[config.mk]
export PLATFORM = sky130hd
export DESIGN_NAME = wdt_watchdog_timer_control
export DESIGN_NICKNAME = d
export VERILOG_FILES = /design/src/wdt_pkg.sv /design/src/wdt_core_if.sv /design/src/wdt_core.sv /design/src/wdt_watchdog_timer_control.sv
export VERILOG_INCLUDE_DIRS = /design/src
export SDC_FILE = /design/constraint.sdc
export NUM_CORES = 1
export LEC_CHECK = 0
export ABC_AREA = 1
export BUFFER_PORTS_ARGS = -buffer_cell sky130_fd_sc_hd__buf_4
export CORE_MARGIN = 5
export CORE_UTILIZATION = 50
export CTS_CLUSTER_DIAMETER = 200
export DETAILED_ROUTE_END_ITERATION = 7
export PLACE_DENSITY_LB_ADDON = 0.05
export SYNTH_ARGS = -nofsm -noshare
export SYNTH_HDL_FRONTEND = slang
export SYNTH_SLANG_ARGS = --single-unit
[constraint.sdc]
create_clock -name clk -period 1.92 [get_ports clk]
set_input_delay 0.384 -clock clk [delete_from_list [all_inputs] [get_ports clk]]
set_output_delay 0.384 -clock clk [all_outputs]
set_load 0.02 [all_outputs]
[src/wdt_cfg.svh]
// Register indices, field positions, reset values and timing counts of the watchdog block
`ifndef WDT_CFG_SVH
`define WDT_CFG_SVH

// ---------------------------------------------------------------
// Register indices (byte address on APB is four times the index)
// ---------------------------------------------------------------
`define WDT_IDX_CLKCTRL     8'h8e
`define WDT_IDX_TAKEY       8'hc7
`define WDT_IDX_WDCTRL      8'hd8
`define WDT_IDX_EIE         8'he8
`define WDT_IDX_EIP         8'hf8

// ---------------------------------------------------------------
// Field positions
// ---------------------------------------------------------------
`define WDT_B_PWRON         6
`define WDT_B_SPARE5        5
`define WDT_B_SPARE4        4
`define WDT_B_TOFLAG        3
`define WDT_B_RSTFLAG       2
`define WDT_B_RSTEN         1
`define WDT_B_RESTART       0
`define WDT_B_IRQEN         4
`define WDT_B_IRQPRI        4
`define WDT_B_LENSEL_HI     7
`define WDT_B_LENSEL_LO     6

// ---------------------------------------------------------------
// Reset values and fixed read patterns
// ---------------------------------------------------------------
`define WDT_CLKCTRL_RST     8'h01
`define WDT_EIE_RST         5'h00
`define WDT_EIP_RST         5'h00
`define WDT_EIE_RSVD_ONES   3'h7
`define WDT_KEY_FIRST       8'haa
`define WDT_KEY_SECOND      8'h55

// ---------------------------------------------------------------
// Timing
// ---------------------------------------------------------------
`define WDT_MCYC_CLKS       4
`define WDT_WIN_MCYC        3
`define WDT_WIN_CLKS        (`WDT_WIN_MCYC * `WDT_MCYC_CLKS)
`define WDT_GRACE_CLKS      512
`define WDT_CNT_W           26

`endif

[src/wdt_pkg.sv]
// Types shared by the watchdog control block
package wdt_pkg;
  `include "wdt_cfg.svh"

  // Timed-access key sequence
  typedef enum logic [1:0] {
    WDT_KEY_IDLE = 2'b00,
    WDT_KEY_HALF = 2'b01,
    WDT_KEY_OPEN = 2'b10
  } wdt_key_e;

  typedef logic [7:0]            wdt_byte_t;
  typedef logic [`WDT_CNT_W-1:0] wdt_cnt_t;
endpackage

[src/wdt_core_if.sv]
// Control and event signals between the register block and the watchdog counter core
`timescale 1ns/100ps
interface wdt_core_if;
  logic       restart;
  logic       run;
  logic       armed;
  logic [1:0] lenSel;
  logic       timeout;
  logic       fire;
  logic       graceAct;

  modport ctrl (output restart, output run, output armed, output lenSel,
                input timeout, input fire, input graceAct);
  modport core (input restart, input run, input armed, input lenSel,
                output timeout, output fire, output graceAct);
endinterface

[src/wdt_core.sv]
// Watchdog counter with selectable length and the grace period before reset
`timescale 1ns/100ps
module wdt_core import wdt_pkg::*; #(
  parameter int unsigned LEN0_BITS = 17,
  parameter int unsigned LEN1_BITS = 20,
  parameter int unsigned LEN2_BITS = 23,
  parameter int unsigned LEN3_BITS = 26
) (
  // Clock and reset
  input wire logic clk,
  input wire logic rst_b,
  // Control and events
  wdt_core_if.core cif
);
  localparam logic [9:0] GRACE_LAST = 10'(`WDT_GRACE_CLKS - 1);

  wdt_cnt_t    cnt_r, cnt_nxt, limit;
  logic [9:0]  graceCnt_r, graceCnt_nxt;
  logic        graceAct_r, graceAct_nxt;
  logic        tout_r, tout_nxt;
  logic        fire_r, fire_nxt;
  int unsigned lenBits;

  // Terminal count for the selected length
  always_comb begin
    unique case (cif.lenSel)
      2'b00: lenBits = LEN0_BITS;
      2'b01: lenBits = LEN1_BITS;
      2'b10: lenBits = LEN2_BITS;
      2'b11: lenBits = LEN3_BITS;
    endcase
    limit = wdt_cnt_t'((64'd1 << lenBits) - 64'd1);
  end

  // Counting, time-out and grace period
  always_comb begin
    cnt_nxt      = cnt_r;
    graceCnt_nxt = graceCnt_r;
    graceAct_nxt = graceAct_r;
    tout_nxt     = 1'b0;
    fire_nxt     = 1'b0;
    if (cif.restart) begin
      cnt_nxt      = '0;
      graceCnt_nxt = '0;
      graceAct_nxt = 1'b0;
    end else if (cif.run) begin
      if (cnt_r == limit) begin
        cnt_nxt  = '0;
        tout_nxt = 1'b1;
      end else begin
        cnt_nxt = cnt_r + wdt_cnt_t'(1);
      end
      // Disarming mid-way drops the pending reset
      if (graceAct_r) begin
        if (!cif.armed) begin
          graceAct_nxt = 1'b0;
        end else if (graceCnt_r == GRACE_LAST) begin
          fire_nxt     = 1'b1;
          graceAct_nxt = 1'b0;
        end else begin
          graceCnt_nxt = graceCnt_r + 10'd1;
        end
      end
      if (tout_nxt && cif.armed && !graceAct_r) begin
        graceAct_nxt = 1'b1;
        graceCnt_nxt = '0;
      end
    end
  end

  // State registers
  always_ff @(posedge clk) begin
    if (!rst_b) begin
      cnt_r      <= '0;
      graceCnt_r <= '0;
      graceAct_r <= 1'b0;
      tout_r     <= 1'b0;
      fire_r     <= 1'b0;
    end else begin
      cnt_r      <= cnt_nxt;
      graceCnt_r <= graceCnt_nxt;
      graceAct_r <= graceAct_nxt;
      tout_r     <= tout_nxt;
      fire_r     <= fire_nxt;
    end
  end

  assign cif.timeout  = tout_r;
  assign cif.fire     = fire_r;
  assign cif.graceAct = graceAct_r;
endmodule // wdt_core

[src/wdt_watchdog_timer_control.sv]
// Watchdog control registers, timed-access protection and APB slave
`timescale 1ns/100ps
`include "wdt_cfg.svh"

module wdt_watchdog_timer_control import wdt_pkg::*; #(
  parameter int unsigned LEN0_BITS = 17,
  parameter int unsigned LEN1_BITS = 20,
  parameter int unsigned LEN2_BITS = 23,
  parameter int unsigned LEN3_BITS = 26
) (
  // Clock and power-on reset
  input  wire logic        clk,
  input  wire logic        rst_b,
  // APB slave
  input  wire logic        psel,
  input  wire logic        penable,
  input  wire logic        pwrite,
  input  wire logic [11:0] paddr,
  input  wire logic [31:0] pwdata,
  output logic      [31:0] prdata,
  output logic             pready,
  output logic             pslverr,
  // Chip pins
  input  wire logic        extRstPin,
  input  wire logic        powerDownPin,
  // Watchdog outputs
  output logic             wdogIrqReq,
  output logic             wdogIrqPriority,
  output logic             wdogSysReset
);

  // ---------------------------------------------------------------
  // Pin synchronisers
  // ---------------------------------------------------------------
  logic [1:0] pinMeta_r;
  logic [1:0] pinSync_r;
  logic       extRstS;
  logic       powerDownS;

  // Two flops per pin; only the second stage is read
  always_ff @(posedge clk) begin
    if (!rst_b) begin
      pinMeta_r <= 2'b00;
      pinSync_r <= 2'b00;
    end else begin
      pinMeta_r <= {extRstPin, powerDownPin};
      pinSync_r <= pinMeta_r;
    end
  end

  assign extRstS    = pinSync_r[1];
  assign powerDownS = pinSync_r[0];

  // ---------------------------------------------------------------
  // Counter core
  // ---------------------------------------------------------------
  wdt_core_if coreIf ();

  wdt_core #(
    .LEN0_BITS (LEN0_BITS),
    .LEN1_BITS (LEN1_BITS),
    .LEN2_BITS (LEN2_BITS),
    .LEN3_BITS (LEN3_BITS)
  ) u_core (
    .clk   (clk),
    .rst_b (rst_b),
    .cif   (coreIf.core)
  );

  // ---------------------------------------------------------------
  // APB decode
  // ---------------------------------------------------------------
  logic [7:0] regIdx;
  logic       setupPh;
  logic       accWr;
  logic       mapped;
  logic       wrClk;
  logic       wrKey;
  logic       wrCtl;
  logic       wrEie;
  logic       wrEip;
  wdt_byte_t  wrByte;

  assign regIdx  = paddr[9:2];
  assign setupPh = psel & ~penable;
  assign wrByte  = pwdata[7:0];

  // Index decode; top address bits must be zero
  always_comb begin
    mapped = 1'b0;
    if (paddr[11:10] == 2'b00) begin
      unique case (regIdx)
        `WDT_IDX_CLKCTRL,
        `WDT_IDX_TAKEY,
        `WDT_IDX_WDCTRL,
        `WDT_IDX_EIE,
        `WDT_IDX_EIP: mapped = 1'b1;
        default:      mapped = 1'b0;
      endcase
    end
  end

  // Writes land only at the completing access edge
  logic pready_r;
  logic sysRst;

  assign accWr = psel & penable & pready_r & pwrite & mapped & ~sysRst;
  assign wrClk = accWr & (regIdx == `WDT_IDX_CLKCTRL);
  assign wrKey = accWr & (regIdx == `WDT_IDX_TAKEY);
  assign wrCtl = accWr & (regIdx == `WDT_IDX_WDCTRL);
  assign wrEie = accWr & (regIdx == `WDT_IDX_EIE);
  assign wrEip = accWr & (regIdx == `WDT_IDX_EIP);

  // External pin and watchdog fire both act as a chip reset
  assign sysRst = extRstS | coreIf.fire;

  // ---------------------------------------------------------------
  // Timed-access key sequence
  // ---------------------------------------------------------------
  wdt_key_e   keyState_r, keyState_nxt;
  logic [3:0] winCnt_r, winCnt_nxt;
  logic       winOpen;

  assign winOpen = (keyState_r == WDT_KEY_OPEN);

  // Any write to a mapped register between the two keys, other than a repeated first key, breaks the sequence
  always_comb begin
    keyState_nxt = keyState_r;
    winCnt_nxt   = winCnt_r;
    if (sysRst) begin
      keyState_nxt = WDT_KEY_IDLE;
      winCnt_nxt   = 4'd0;
    end else begin
      if (keyState_r == WDT_KEY_OPEN) begin
        if (winCnt_r == 4'd1) begin
          keyState_nxt = WDT_KEY_IDLE;
        end
        winCnt_nxt = winCnt_r - 4'd1;
      end
      if (wrKey && (wrByte == `WDT_KEY_FIRST)) begin
        keyState_nxt = WDT_KEY_HALF;
        winCnt_nxt   = 4'd0;
      end else if (wrKey && (keyState_r == WDT_KEY_HALF) &&
                   (wrByte == `WDT_KEY_SECOND)) begin
        keyState_nxt = WDT_KEY_OPEN;
        winCnt_nxt   = 4'(`WDT_WIN_CLKS);
      end else if (accWr && (keyState_r == WDT_KEY_HALF)) begin
        keyState_nxt = WDT_KEY_IDLE;
      end
    end
  end

  always_ff @(posedge clk) begin
    if (!rst_b) begin
      keyState_r <= WDT_KEY_IDLE;
      winCnt_r   <= 4'd0;
    end else begin
      keyState_r <= keyState_nxt;
      winCnt_r   <= winCnt_nxt;
    end
  end

  // ---------------------------------------------------------------
  // Watchdog control register
  // ---------------------------------------------------------------
  logic porFlag_r, porFlag_nxt;
  logic spare5_r, spare5_nxt;
  logic spare4_r, spare4_nxt;
  logic toFlag_r, toFlag_nxt;
  logic rstFlag_r, rstFlag_nxt;
  logic rstEn_r, rstEn_nxt;
  logic restart_r, restart_nxt;

  // Hardware sets are applied after software writes so they win
  always_comb begin
    porFlag_nxt = porFlag_r;
    spare5_nxt  = spare5_r;
    spare4_nxt  = spare4_r;
    toFlag_nxt  = toFlag_r;
    rstFlag_nxt = rstFlag_r;
    rstEn_nxt   = rstEn_r;
    restart_nxt = 1'b0;
    if (sysRst) begin
      spare5_nxt = 1'b0;
      toFlag_nxt = 1'b0;
      if (coreIf.fire) begin
        rstFlag_nxt = 1'b1;
      end
    end else begin
      if (wrCtl) begin
        spare5_nxt  = wrByte[`WDT_B_SPARE5];
        spare4_nxt  = wrByte[`WDT_B_SPARE4];
        rstFlag_nxt = wrByte[`WDT_B_RSTFLAG];
        if (winOpen) begin
          porFlag_nxt = wrByte[`WDT_B_PWRON];
          toFlag_nxt  = wrByte[`WDT_B_TOFLAG];
          rstEn_nxt   = wrByte[`WDT_B_RSTEN];
          restart_nxt = wrByte[`WDT_B_RESTART];
        end
      end
      if (coreIf.timeout) begin
        toFlag_nxt = 1'b1;
      end
    end
  end

  // Power-on values; other resets go through the next-value logic
  always_ff @(posedge clk) begin
    if (!rst_b) begin
      porFlag_r <= 1'b1;
      spare5_r  <= 1'b0;
      spare4_r  <= 1'b0;
      toFlag_r  <= 1'b0;
      rstFlag_r <= 1'b0;
      rstEn_r   <= 1'b0;
      restart_r <= 1'b0;
    end else begin
      porFlag_r <= porFlag_nxt;
      spare5_r  <= spare5_nxt;
      spare4_r  <= spare4_nxt;
      toFlag_r  <= toFlag_nxt;
      rstFlag_r <= rstFlag_nxt;
      rstEn_r   <= rstEn_nxt;
      restart_r <= restart_nxt;
    end
  end

  // ---------------------------------------------------------------
  // Interrupt enable, priority and clock control
  // ---------------------------------------------------------------
  logic [4:0] eie_r, eie_nxt;
  logic [4:0] eip_r, eip_nxt;
  wdt_byte_t  clkCtl_r, clkCtl_nxt;

  // Freely writable; only the low five bits of the interrupt registers exist
  always_comb begin
    eie_nxt    = eie_r;
    eip_nxt    = eip_r;
    clkCtl_nxt = clkCtl_r;
    if (sysRst) begin
      eie_nxt    = `WDT_EIE_RST;
      eip_nxt    = `WDT_EIP_RST;
      clkCtl_nxt = `WDT_CLKCTRL_RST;
    end else begin
      if (wrEie) begin
        eie_nxt = wrByte[4:0];
      end
      if (wrEip) begin
        eip_nxt = wrByte[4:0];
      end
      if (wrClk) begin
        clkCtl_nxt = wrByte;
      end
    end
  end

  always_ff @(posedge clk) begin
    if (!rst_b) begin
      eie_r    <= `WDT_EIE_RST;
      eip_r    <= `WDT_EIP_RST;
      clkCtl_r <= `WDT_CLKCTRL_RST;
    end else begin
      eie_r    <= eie_nxt;
      eip_r    <= eip_nxt;
      clkCtl_r <= clkCtl_nxt;
    end
  end

  // Core control; power-down freezes counting so no reset can fire
  assign coreIf.restart = restart_r | sysRst;
  assign coreIf.run     = ~powerDownS;
  assign coreIf.armed   = rstEn_r;
  assign coreIf.lenSel  = clkCtl_r[`WDT_B_LENSEL_HI:`WDT_B_LENSEL_LO];

  // ---------------------------------------------------------------
  // APB answer and outputs
  // ---------------------------------------------------------------
  logic [31:0] prdata_r, prdata_nxt;
  logic        pready_nxt;
  logic        pslverr_r, pslverr_nxt;
  logic        irqReq_r, prio_r, sysRstOut_r;
  wdt_byte_t   rdByte;

  // Read mux; reserved bits of the enable register read as ones
  always_comb begin
    unique case (regIdx)
      `WDT_IDX_CLKCTRL: rdByte = clkCtl_r;
      `WDT_IDX_WDCTRL:  rdByte = {1'b0, porFlag_r, spare5_r, spare4_r,
                                  toFlag_r, rstFlag_r, rstEn_r, restart_r};
      `WDT_IDX_EIE:     rdByte = {`WDT_EIE_RSVD_ONES, eie_r};
      `WDT_IDX_EIP:     rdByte = {3'b000, eip_r};
      default:          rdByte = 8'h00;
    endcase
  end

  // Zero-wait slave: answer in the first access cycle
  always_comb begin
    pready_nxt  = setupPh & ~pready_r;
    pslverr_nxt = setupPh & ~mapped;
    prdata_nxt  = prdata_r;
    if (setupPh) begin
      prdata_nxt = mapped ? {24'h000000, rdByte} : 32'h00000000;
    end
  end

  always_ff @(posedge clk) begin
    if (!rst_b) begin
      prdata_r    <= 32'h00000000;
      pready_r    <= 1'b0;
      pslverr_r   <= 1'b0;
      irqReq_r    <= 1'b0;
      prio_r      <= 1'b0;
      sysRstOut_r <= 1'b0;
    end else begin
      prdata_r    <= prdata_nxt;
      pready_r    <= pready_nxt;
      pslverr_r   <= pslverr_nxt;
      irqReq_r    <= toFlag_r & eie_r[`WDT_B_IRQEN];
      prio_r      <= eip_r[`WDT_B_IRQPRI];
      sysRstOut_r <= coreIf.fire;
    end
  end

  assign prdata          = prdata_r;
  assign pready          = pready_r;
  assign pslverr         = pslverr_r;
  assign wdogIrqReq      = irqReq_r;
  assign wdogIrqPriority = prio_r;
  assign wdogSysReset    = sysRstOut_r;
endmodule // wdt_watchdog_timer_control

==> impl_metrics.csv, run 1 <==
group,metric,value,unit
clock_tree,numCtsBuffers,9,
logic_synthesis,syn-cell-area,4598,µm²
critical_path,cp_data_arrival_time,2120,ps
power_and_ir_drop,switching_share,0.2360,
logic_synthesis,ys_types,40,
critical_path,crit_top_cell,"nand3_2",
drt,drt_iter0_markers,134,
critical_path,path_class,"reg -> reg",
logic_synthesis,synthMostInstantiatedCell,"nand2_1",
cells_and_area,fin_nets,778,
critical_path,path_max_fanout,5,
placement,dp_cells,811,
timing,drv_slew,0,
placement,io_buffers,37,
critical_path,cp-start-kind,"flop",
die,ios,88,
clock_tree,clock_latency,360,ps
critical_path,crit_start,"clkCtl_r[6]",
timing,skew,8.102,ps
cells_and_area,drive_above_1_share,0.2233,
cells_and_area,syn_to_final_growth,21.17,%
critical_path,critPathCapture,"u_core.graceCnt_r[8]",
critical_path,cp_top_family,"simple AND/OR/NAND/NOR gates",
critical_path,path_depth,13,
critical_path,cp_num_buf_inv,3,
die,core_area,9109,µm²
power_and_ir_drop,clkPwrFrac,0.397,
logic_synthesis,yosysWarningCount,0,
logic_synthesis,syn_inst,648,
power_and_ir_drop,pwr_density_cell,612.2,nW/µm²
critical_path,rrSetupSlack,50,ps
clock_tree,cts_tree,"yes",
placement,globalplace.congestion,0.9072,
grt,grt_max_degree,22,
grt,grt_first_pass_wirelength,17130,µm
timing,setup_tns,0,ps
logic_synthesis,synth_edf_count,0,
critical_path,path_cells,"inv_4 > ha_4 > inv_2 > nand3_2 > a21oi_2 > nand3_2 > nor2_4 > nand3_2 > nand2_4 > clkbuf_16 > nand3_1 > nand2_1 > nor2_1",
clock_tree,cts_buffer_depth,2,
logic_synthesis,synth_seq_area_share,0.3788,
timing,setup_violations,0,
min_path,hold_class,"in -> reg",
drt,ant_nets,0,
critical_path,r2r_start,"clkCtl_r[6]",
drt,first_pass_iters,5,
drt,viasPerCell,5.022,
critical_path,cp_slowest_cell,"dfxtp_4",
cells_and_area,n_fill_cell,853,
critical_path,crit_path_end_kind,"flop",
power_and_ir_drop,p_int,2.606,mW
timing,hold_violations,0,
critical_path,r2r_end,"u_core.graceCnt_r[8]",
drt,vias,4178,
grt,grt_pass1_vias,3716,
timing,fin_crit,1870,ps
timing,whs,204.8,ps
power_and_ir_drop,switchingPower,804.8,µW
drt,wl,10880,µm
outcome,run_status,"completed",
logic_synthesis,ys_seq_elements,87,
cells_and_area,seq_area,1753,µm²
grt,antenna_found_initial,0,
critical_path,r2r_cells,13,
die,die_height,105.9,µm
placement,hpwl,7988,µm
critical_path,required,2170,ps
drt,wire_per_inst,13.08,µm
logic_synthesis,postSynth.asyncResetShare,0,
power_and_ir_drop,seqPwrFrac,0.534,
timing,rsz0062_at_grt,"yes",
die,die_w,105.9,µm
logic_synthesis,yosys-top-cells-area,"dfxtp_1 (38%), nand2_1 (9.6%), nor2_1 (6.4%)",
logic_synthesis,synth.avg_cell_area,7.096,µm²
clock_tree,cts_hold_buf,0,
power_and_ir_drop,p_comb_frac,0.069,
cells_and_area,final_cells,832,
cells_and_area,multiInputGateArea,2539,µm²
critical_path,cp_slowest_stage_delay,420,ps
clock_tree,clock_sinks,87,
clock_tree,clkTransAtPathRegs,90,ps
grt,globalRouteTotalUtil,0.1866,
grt,grt_overflow,0,
logic_synthesis,synth_top_area_share,0.3788,
clock_tree,root_buffer,"clkbuf_8",
die,core.rowCount,35,
logic_synthesis,synth_commonest_cells,"nand2_1 (117), dfxtp_1 (87), nor2_1 (79), inv_1 (78), nand3_1 (59)",
cells_and_area,fin_util,0.6117,
run,maxCapViolations,0,
power_and_ir_drop,ir_drop,0.0003047,V
die,initial_core_util,0.5048,
timing,post-route-period-util,0.9738,
drt,drcViolationCount,0,
logic_synthesis,yosysTopAreaCell,"dfxtp_1",
die,die-area,11210,µm²
cells_and_area,n_antenna_cell,0,
power_and_ir_drop,leakagePower,2.370,nW
clock_tree,htreeDepth,3,
timing,max_freq,534.8,MHz
logic_synthesis,synthFlopType,"dfxtp_1",
through the flow:
step	worst slack (ps)	total power, mW	cell area, µm²
3_3_place_gp	-44.18	2.092	5100
3_5_place_dp	-89.56	2.097	5100
5_1_grt	-59.37	3.548	5572
6_report	50.25	3.411	5572
4_1_cts	12.99	3.431	5310
2_1_floorplan	90.81	2.036	4684
power groups by stage:
stage,Sequential [mW],Combinational (mW),Clock [mW]
finish,1.82,0.235,1.35
global route,1.82,0.258,1.47
CTS,1.82,0.232,1.38
detailed placement,1.87,0.232,0
global placement,1.86,0.228,0
floorplan,1.86,0.172,0
timing repair:
action / in CTS / in global routing
buffers inserted: 0 / 4
gates cloned: 0 / 3
setup endpoints to repair: 17 / 31
gates resized for setup: 6 / 51
pin swaps: 0 / 12
flip-flops by register name (all words and copies together), names as in the netlist, 2 cells and up:
register,flops
u_core.graceCnt_r,10
u_core.cnt_r,26
pinSync_r,2
pinMeta_r,2
winCnt_r,4
eie_r,5
prdata,8
eip_r,5
keyState_r,2
clkCtl_r,8
final cells by class:
class,instances,share of cell area
Clock inverter,4,0.01302
Multi-Input combinational cell,463,0.4556
Clock buffer,10,0.02291
Sequential cell,87,0.3146
Inverter,85,0.05816
Timing Repair Buffer,72,0.1107
Tap cell,111,0.02493
per-layer routing:
metal / wire length, µm / GRT usage
met1: 5161 / 0.2483
met2: 5048 / 0.3042
met3: 475 / 0.02854
met4: 193 / 0.07401
met5: 0 / 0
worst min-delay path, cell delays in order:
cell,delay [ps]
buf_4,80
nand2_1,40
inv_1,40
cells by family (layout without fill, tap and decap cells):
| kind of cell | count (synthesis) | after routing | share of synthesized area |
|---|---|---|---|
| AND/OR/NAND/NOR | 320 | 320 | 0.3273 |
| buffers and inverters | 121 | 171 | 0.1235 |
| AO/OA/AOI/OAI | 89 | 89 | 0.1050 |
| flip-flops | 87 | 87 | 0.3788 |
| XOR/XNOR | 21 | 21 | 0.04000 |
| adder cells (fa/ha/maj) | 9 | 9 | 0.02449 |
| other | 1 | 24 | 0.0008155 |
how the worst min path moves through the flow:
stage,from,endpoint,slack [ps],cells past startpoint
after global placement,pinMeta_r[0],pinSync_r[0],410,2
after floorplan,pinMeta_r[0],pinSync_r[0],390,2
after CTS,powerDownPin,pinMeta_r[0],200,3
after global routing,powerDownPin,pinMeta_r[0],210,3
final,extRstPin,pinMeta_r[1],200,3
after detailed placement,pinMeta_r[0],pinSync_r[0],400,2
layout by cell type (no fill, tap or decap), types with 3 or more instances in the layout:
cell,n
nand2_1,112
dfxtp_1,82
inv_1,72
nor2_1,71
buf_4,66
nand3_1,52
a21oi_1,42
o21ai_0,28
conb_1,24
xor2_1,16
nand4_1,15
nor3_1,11
nor2_2,11
nor2_4,11
nand3_2,10
inv_2,9
nand2_2,9
clkbuf_8,9
nor4_1,7
xnor2_1,5
a21oi_2,4
ha_4,4
o21ai_1,3
o2111ai_1,3
ha_1,3
buf_12,3
dfxtp_2,3
Note: power is estimated with default switching activity, not from simulation.
==> run 2, diff against run 1 <==
Settings changed: CORE_MARGIN 5 to not set, CORE_UTILIZATION 50 to 45.
==> run 2 against run 1 <==
  * Register-to-register slack lost 20 ps
  * Setup slack got worse by 23 ps
  * Total power is 3.6% higher
  * Critical path depth up 1
  * Final cell count is 4.0% higher
  * Clock skew about the same
  * Utilization fell by 2.5 points
  * Clock power grew 9%
==> impl_metrics.csv, run 2 (synthesis results as in run 1) <==
group,metric,value,unit
placement,io_buffers,37,
timing,setup_ws,27.13,ps
critical_path,path_max_fanout,5,
power_and_ir_drop,p_total,3.533,mW
timing,drv_slew,0,
critical_path,cp_num_buf_inv,3,
cells_and_area,final_cell_mix,"nand2_1 (111), dfxtp_1 (83), inv_1 (73)",
grt,grt_pass1_vias,3762,
drt,ant_nets,0,
grt,grt_first_pass_wirelength,17110,µm
die,core.rowCount,36,
die,ios,88,
die,core_area,9819,µm²
clock_tree,cts_buffer_depth,2,
power_and_ir_drop,ir_drop,0.0003814,V
cells_and_area,n_antenna_cell,0,
drt,first_pass_iters,4,
grt,grt_overflow,0,
critical_path,cp-start-kind,"flop",
grt,grtUsageMet2,0.3497,
power_and_ir_drop,switchingPower,832.3,µW
grt,use_met1,0.2733,
grt,grt_busiest_layer,"met2",
grt,grt_max_degree,22,
power_and_ir_drop,pwr_density_cell,613.4,nW/µm²
grt,globalRouteTotalUtil,0.2094,
power_and_ir_drop,switching_share,0.2356,
die,initial_core_util,0.4683,
cells_and_area,top_regs,"u_core.cnt_r x26, u_core.graceCnt_r x10",
timing,max_freq,528.3,MHz
clock_tree,cts_hold_buf,0,
die,die_height,103.1,µm
critical_path,crit_path_end_kind,"flop",
outcome,run_status,"completed",
drt,drt_iter0_markers,136,
clock_tree,htreeDepth,3,
grt,antenna_found_initial,0,
critical_path,cp_data_arrival_time,2150,ps
power_and_ir_drop,clkPwrFrac,0.417,
drt,viasPerCell,4.903,
die,die_w,103.1,µm
timing,rsz0062_at_grt,"yes",
run,maxCapViolations,0,
critical_path,path_class,"reg -> reg",
power_and_ir_drop,leakagePower,2.460,nW
clock_tree,clkTransAtPathRegs,90,ps
grt,grtUsageMet3,0.02576,
cells_and_area,largest_register_ffs,26,
cells_and_area,n_fill_cell,948,
placement,hpwl,8021,µm
die,die-area,10630,µm²
placement,post-place-ws,-91.70,ps
drt,wl,11150,µm
critical_path,path_cells,"inv_4 > ha_4 > nor2_2 > inv_2 > nand2_1 > nor2_1 > nand3_2 > nor2_4 > nand4_4 > nand2_4 > clkbuf_16 > nand3_1 > nand2_1 > nor2_1",
clock_tree,numCtsBuffers,9,
power_and_ir_drop,p_int,2.701,mW
min_path,hold_class,"in -> reg",
timing,skew,8.071,ps
critical_path,cp_slowest_stage_delay,390,ps
clock_tree,cts_tree,"yes",
timing,fin_crit,1893,ps
cells_and_area,top_register,"u_core.cnt_r",
clock_tree,clock_latency,360,ps
critical_path,cp_top_family,"simple AND/OR/NAND/NOR gates",
cells_and_area,fin_nets,787,
timing,whs,203.4,ps
critical_path,cp_slowest_cell,"dfxtp_4",
cells_and_area,layout_commonest_cell,"nand2_1",
critical_path,required,2180,ps
timing,setup_violations,0,
clock_tree,clock_sinks,87,
timing,hold_violations,0,
cells_and_area,drive_above_1_share,0.2404,
power_and_ir_drop,seqPwrFrac,0.515,
clock_tree,root_buffer,"clkbuf_8",
power_and_ir_drop,p_comb_frac,0.068,
drt,drcViolationCount,0,
drt,wire_per_inst,12.88,µm
placement,globalplace.congestion,0.8776,
drt,vias,4241,
timing,post-route-period-util,0.9859,
cells_and_area,syn_to_final_growth,25.28,%
==> run 2: cell count changes in the layout (fill, tap and decap cells not counted), sizes merged <==
cell | before | now
clkinvlp | 1 | 0
buf | 70 | 77
clkinv | 3 | 4
clkbuf | 12 | 16
==> run 2: power groups by stage <==
stage / clock network [mW] / logic (mW) / registers, mW
finish: 1.47 / 0.240 / 1.82
global route: 1.58 / 0.268 / 1.82
CTS: 1.51 / 0.234 / 1.82
detailed placement: 0 / 0.233 / 1.87
global placement: 0 / 0.229 / 1.86
floorplan: 0 / 0.172 / 1.86
==> run 2: worst paths after layout <==
path	from	endpoint	slack, ps	cells after the start
setup / recovery	clkCtl_r[6]	u_core.graceCnt_r[7]	30	14
hold / removal	powerDownPin	pinMeta_r[0]	200	3
setup reg to reg	clkCtl_r[6]	u_core.graceCnt_r[7]	30	14
hold reg to reg	pinMeta_r[1]	pinSync_r[1]	420	2
==> run 2: layout make-up <==
| cell class | count | area [µm²] | area share |
|---|---|---|---|
| clock inverter | 4 | 77.57 | 0.01347 |
| inverter | 85 | 324.1 | 0.05626 |
| sequential | 87 | 1752 | 0.3041 |
| timing repair buffer | 81 | 723.2 | 0.1255 |
| clock buffer | 12 | 155.1 | 0.02693 |
| tap | 133 | 166.4 | 0.02889 |
| multi-input combinational | 463 | 2562 | 0.4448 |
==> run 2: worst reg2reg max path, delay by kind of cell, from the launching register on <==
kind | cells | cell delay, ps
fa+ha+maj | 1 | 160
buf+inv | 3 | 320
flops | 1 | 390
simple gates | 10 | 910
==> run 2: metal layers <==
metal  wire length, µm  up-vias
met5                 0        -
met4               188        0
met3               370       15
met2              5221       94
met1              5365     1926
li1                  -     2206
==> run 2: timing repair <==
action | CTS | global route
gates resized for setup | 8 | 55
buffers inserted | 1 | 6
gates cloned | 0 | 5
pin swaps | 3 | 23
hold endpoints to repair | 0 | 0
setup endpoints to repair | 15 | 23
==> run 2: per-stage QoR <==
step / cell area [µm²] / setup TNS [ps] / instances / util
floorplan: 4684 / 0 / 671 / -
CTS: 5419 / 0 / 854 / 0.5519
detailed placement: 5157 / -843.3 / 837 / 0.5252
global placement: 5157 / -458.1 / 837 / 0.5252
global route: 5761 / -595.0 / 865 / 0.5866
finish: 5761 / 0 / 865 / 0.5866
==> run 3, diff against run 2 <==
Settings changed: MAX_ROUTING_LAYER set to met4.
==> run 3 against run 2 <==
  * Routed wire length is 1.3% lower
  * Worst hold slack worse by 1.5 ps
  * Global-route usage increased by 0.60 points
  * Via count fell by 0.78%
  * Largest cell class unchanged
  * Sequential power is essentially flat
  * Non-clock buffer count shrank 3
  * Total power up 0.34%
==> impl_metrics.csv, run 3 (synthesis results as in run 1) <==
group,metric,value,unit
timing,rsz0062_at_grt,"yes",
cells_and_area,largest_register_ffs,26,
power_and_ir_drop,leakagePower,2.415,nW
cells_and_area,n_fill_cell,966,
timing,hold_violations,0,
timing,max_freq,536.1,MHz
die,die_height,103.1,µm
clock_tree,clock_sinks,87,
placement,post-place-ws,-91.70,ps
die,die_w,103.1,µm
cells_and_area,top_regs,"u_core.cnt_r x26, u_core.graceCnt_r x10",
critical_path,path_class,"reg -> reg",
cells_and_area,syn_to_final_growth,22.75,%
die,ios,88,
critical_path,required,2180,ps
drt,wire_per_inst,12.77,µm
cells_and_area,multiInputGateArea,2507,µm²
power_and_ir_drop,ir_drop,0.0003821,V
placement,io_buffers,37,
grt,grt_pass1_vias,3761,
clock_tree,numCtsBuffers,9,
power_and_ir_drop,pwr_density_cell,628.2,nW/µm²
outcome,run_status,"completed",
critical_path,crit_path_end_kind,"flop",
cells_and_area,final_cell_mix,"nand2_1 (114), dfxtp_1 (83), inv_1 (75)",
placement,globalplace.congestion,0.8921,
min_path,hold_depth,3,
die,core_area,9819,µm²
critical_path,path_max_fanout,5,
critical_path,rrSetupSlack,50,ps
die,die-area,10630,µm²
critical_path,r2r_cells,13,
cells_and_area,fin_nets,784,
drt,first_pass_iters,4,
cells_and_area,drive_above_1_share,0.2167,
cells_and_area,n_antenna_cell,0,
cells_and_area,layout_commonest_cell,"nand2_1",
drt,drcViolationCount,0,
placement,hpwl,8021,µm
die,core.rowCount,36,
drt,wl,11010,µm
drt,vias,4208,
run,maxCapViolations,0,
clock_tree,cts_hold_buf,0,
critical_path,cp-start-kind,"flop",
timing,setup_ws,54.66,ps
cells_and_area,design_area,5644,µm²
timing,post-route-period-util,0.9715,
critical_path,r2r_start,"clkCtl_r[7]",
power_and_ir_drop,p_total,3.545,mW
cells_and_area,seq_area,1752,µm²
clock_tree,clkTransAtPathRegs,90,ps
drt,drt_iter0_markers,125,
timing,drv_slew,0,
clock_tree,cts_tree,"yes",
drt,viasPerCell,4.882,
grt,grt_max_degree,22,
clock_tree,htreeDepth,3,
drt,ant_nets,0,
clock_tree,root_buffer,"clkbuf_8",
min_path,min_to,"pinMeta_r[0]",
grt,grt_first_pass_wirelength,17080,µm
critical_path,cp_data_arrival_time,2120,ps
clock_tree,clock_latency,370,ps
timing,skew,8.445,ps
cells_and_area,fin_util,0.5748,
min_path,hold_class,"in -> reg",
critical_path,r2r_end,"u_core.graceCnt_r[7]",
cells_and_area,top_register,"u_core.cnt_r",
timing,fin_crit,1865,ps
die,initial_core_util,0.4683,
grt,grt_overflow,0,
clock_tree,cts_buffer_depth,2,
min_path,min_from,"powerDownPin",
grt,globalRouteTotalUtil,0.2154,
grt,antenna_found_initial,0,
timing,setup_violations,0,
placement,placed_cell_area,5157,µm²
-- run 3: timing repair --
item | CTS | global route
setup endpoints to repair | 15 | 23
hold endpoints to repair | 0 | 0
resized for setup | 8 | 38
gates cloned | 0 | 2
setup buffers | 1 | 6
pin swaps | 3 | 12
-- run 3: critical path, cell delays in order (launching register included) --
cell       delay [ps]
dfxtp_4           380
inv_4              70
buf_4             110
ha_2              180
nand3_2            90
a21oi_2           140
nand3_2           120
nor2_4            120
nand3_2            90
nand2_4           140
clkbuf_16         150
nand3_1            60
nand2_1            60
nor2_1             40
-- run 3: area by class of cell --
type / instances / share of cell area
clock buffers: 12 / 0.02749
clock inverters: 4 / 0.01374
inverters: 85 / 0.05742
multi-input cells: 463 / 0.4442
flip-flops and latches: 87 / 0.3104
well taps: 133 / 0.02948
repair buffers: 78 / 0.1173
-- run 3: metrics by stage --
stage / TNS, ps / cells / hold WS, ps
after floorplan: 0 / 671 / 390.5
after global placement: -458.1 / 837 / 405.3
after detailed placement: -843.3 / 837 / 402.3
after CTS: 0 / 854 / 190.4
after global routing: -430.3 / 862 / 210.2
final: 0 / 862 / 201.9
-- run 3: power breakdown --
part	switching [mW]	internal, mW	leakage [nW]
Combinational	0.160	0.0813	1.59
Sequential	0.0101	1.81	0.704
Clock	0.673	0.810	0.117
-- run 3: worst max-delay path by stage --
stage,start,to,slack [ps],cells past startpoint
detailed placement,clkCtl_r[6],u_core.graceCnt_r[0],-90,13
finish,clkCtl_r[7],u_core.graceCnt_r[7],50,13
CTS,clkCtl_r[6],u_core.graceCnt_r[0],0.4,14
floorplan,clkCtl_r[6],u_core.graceCnt_r[4],90,13
global route,clkCtl_r[6],u_core.graceCnt_r[4],-50,14
global placement,clkCtl_r[6],u_core.graceCnt_r[8],-60,13
-- run 3: routing by layer --
| layer | wire, µm | share of wire | up-vias | GRT usage |
|---|---|---|---|---|
| li1 | - | - | 2195 | - |
| met1 | 5294 | 0.48 | 1902 | 0.2712 |
| met2 | 5159 | 0.47 | 95 | 0.3508 |
| met3 | 370 | 0.034 | 16 | 0.02576 |
| met4 | 181 | 0.016 | 0 | 0.08776 |
| met5 | 0 | 0 | - | - |
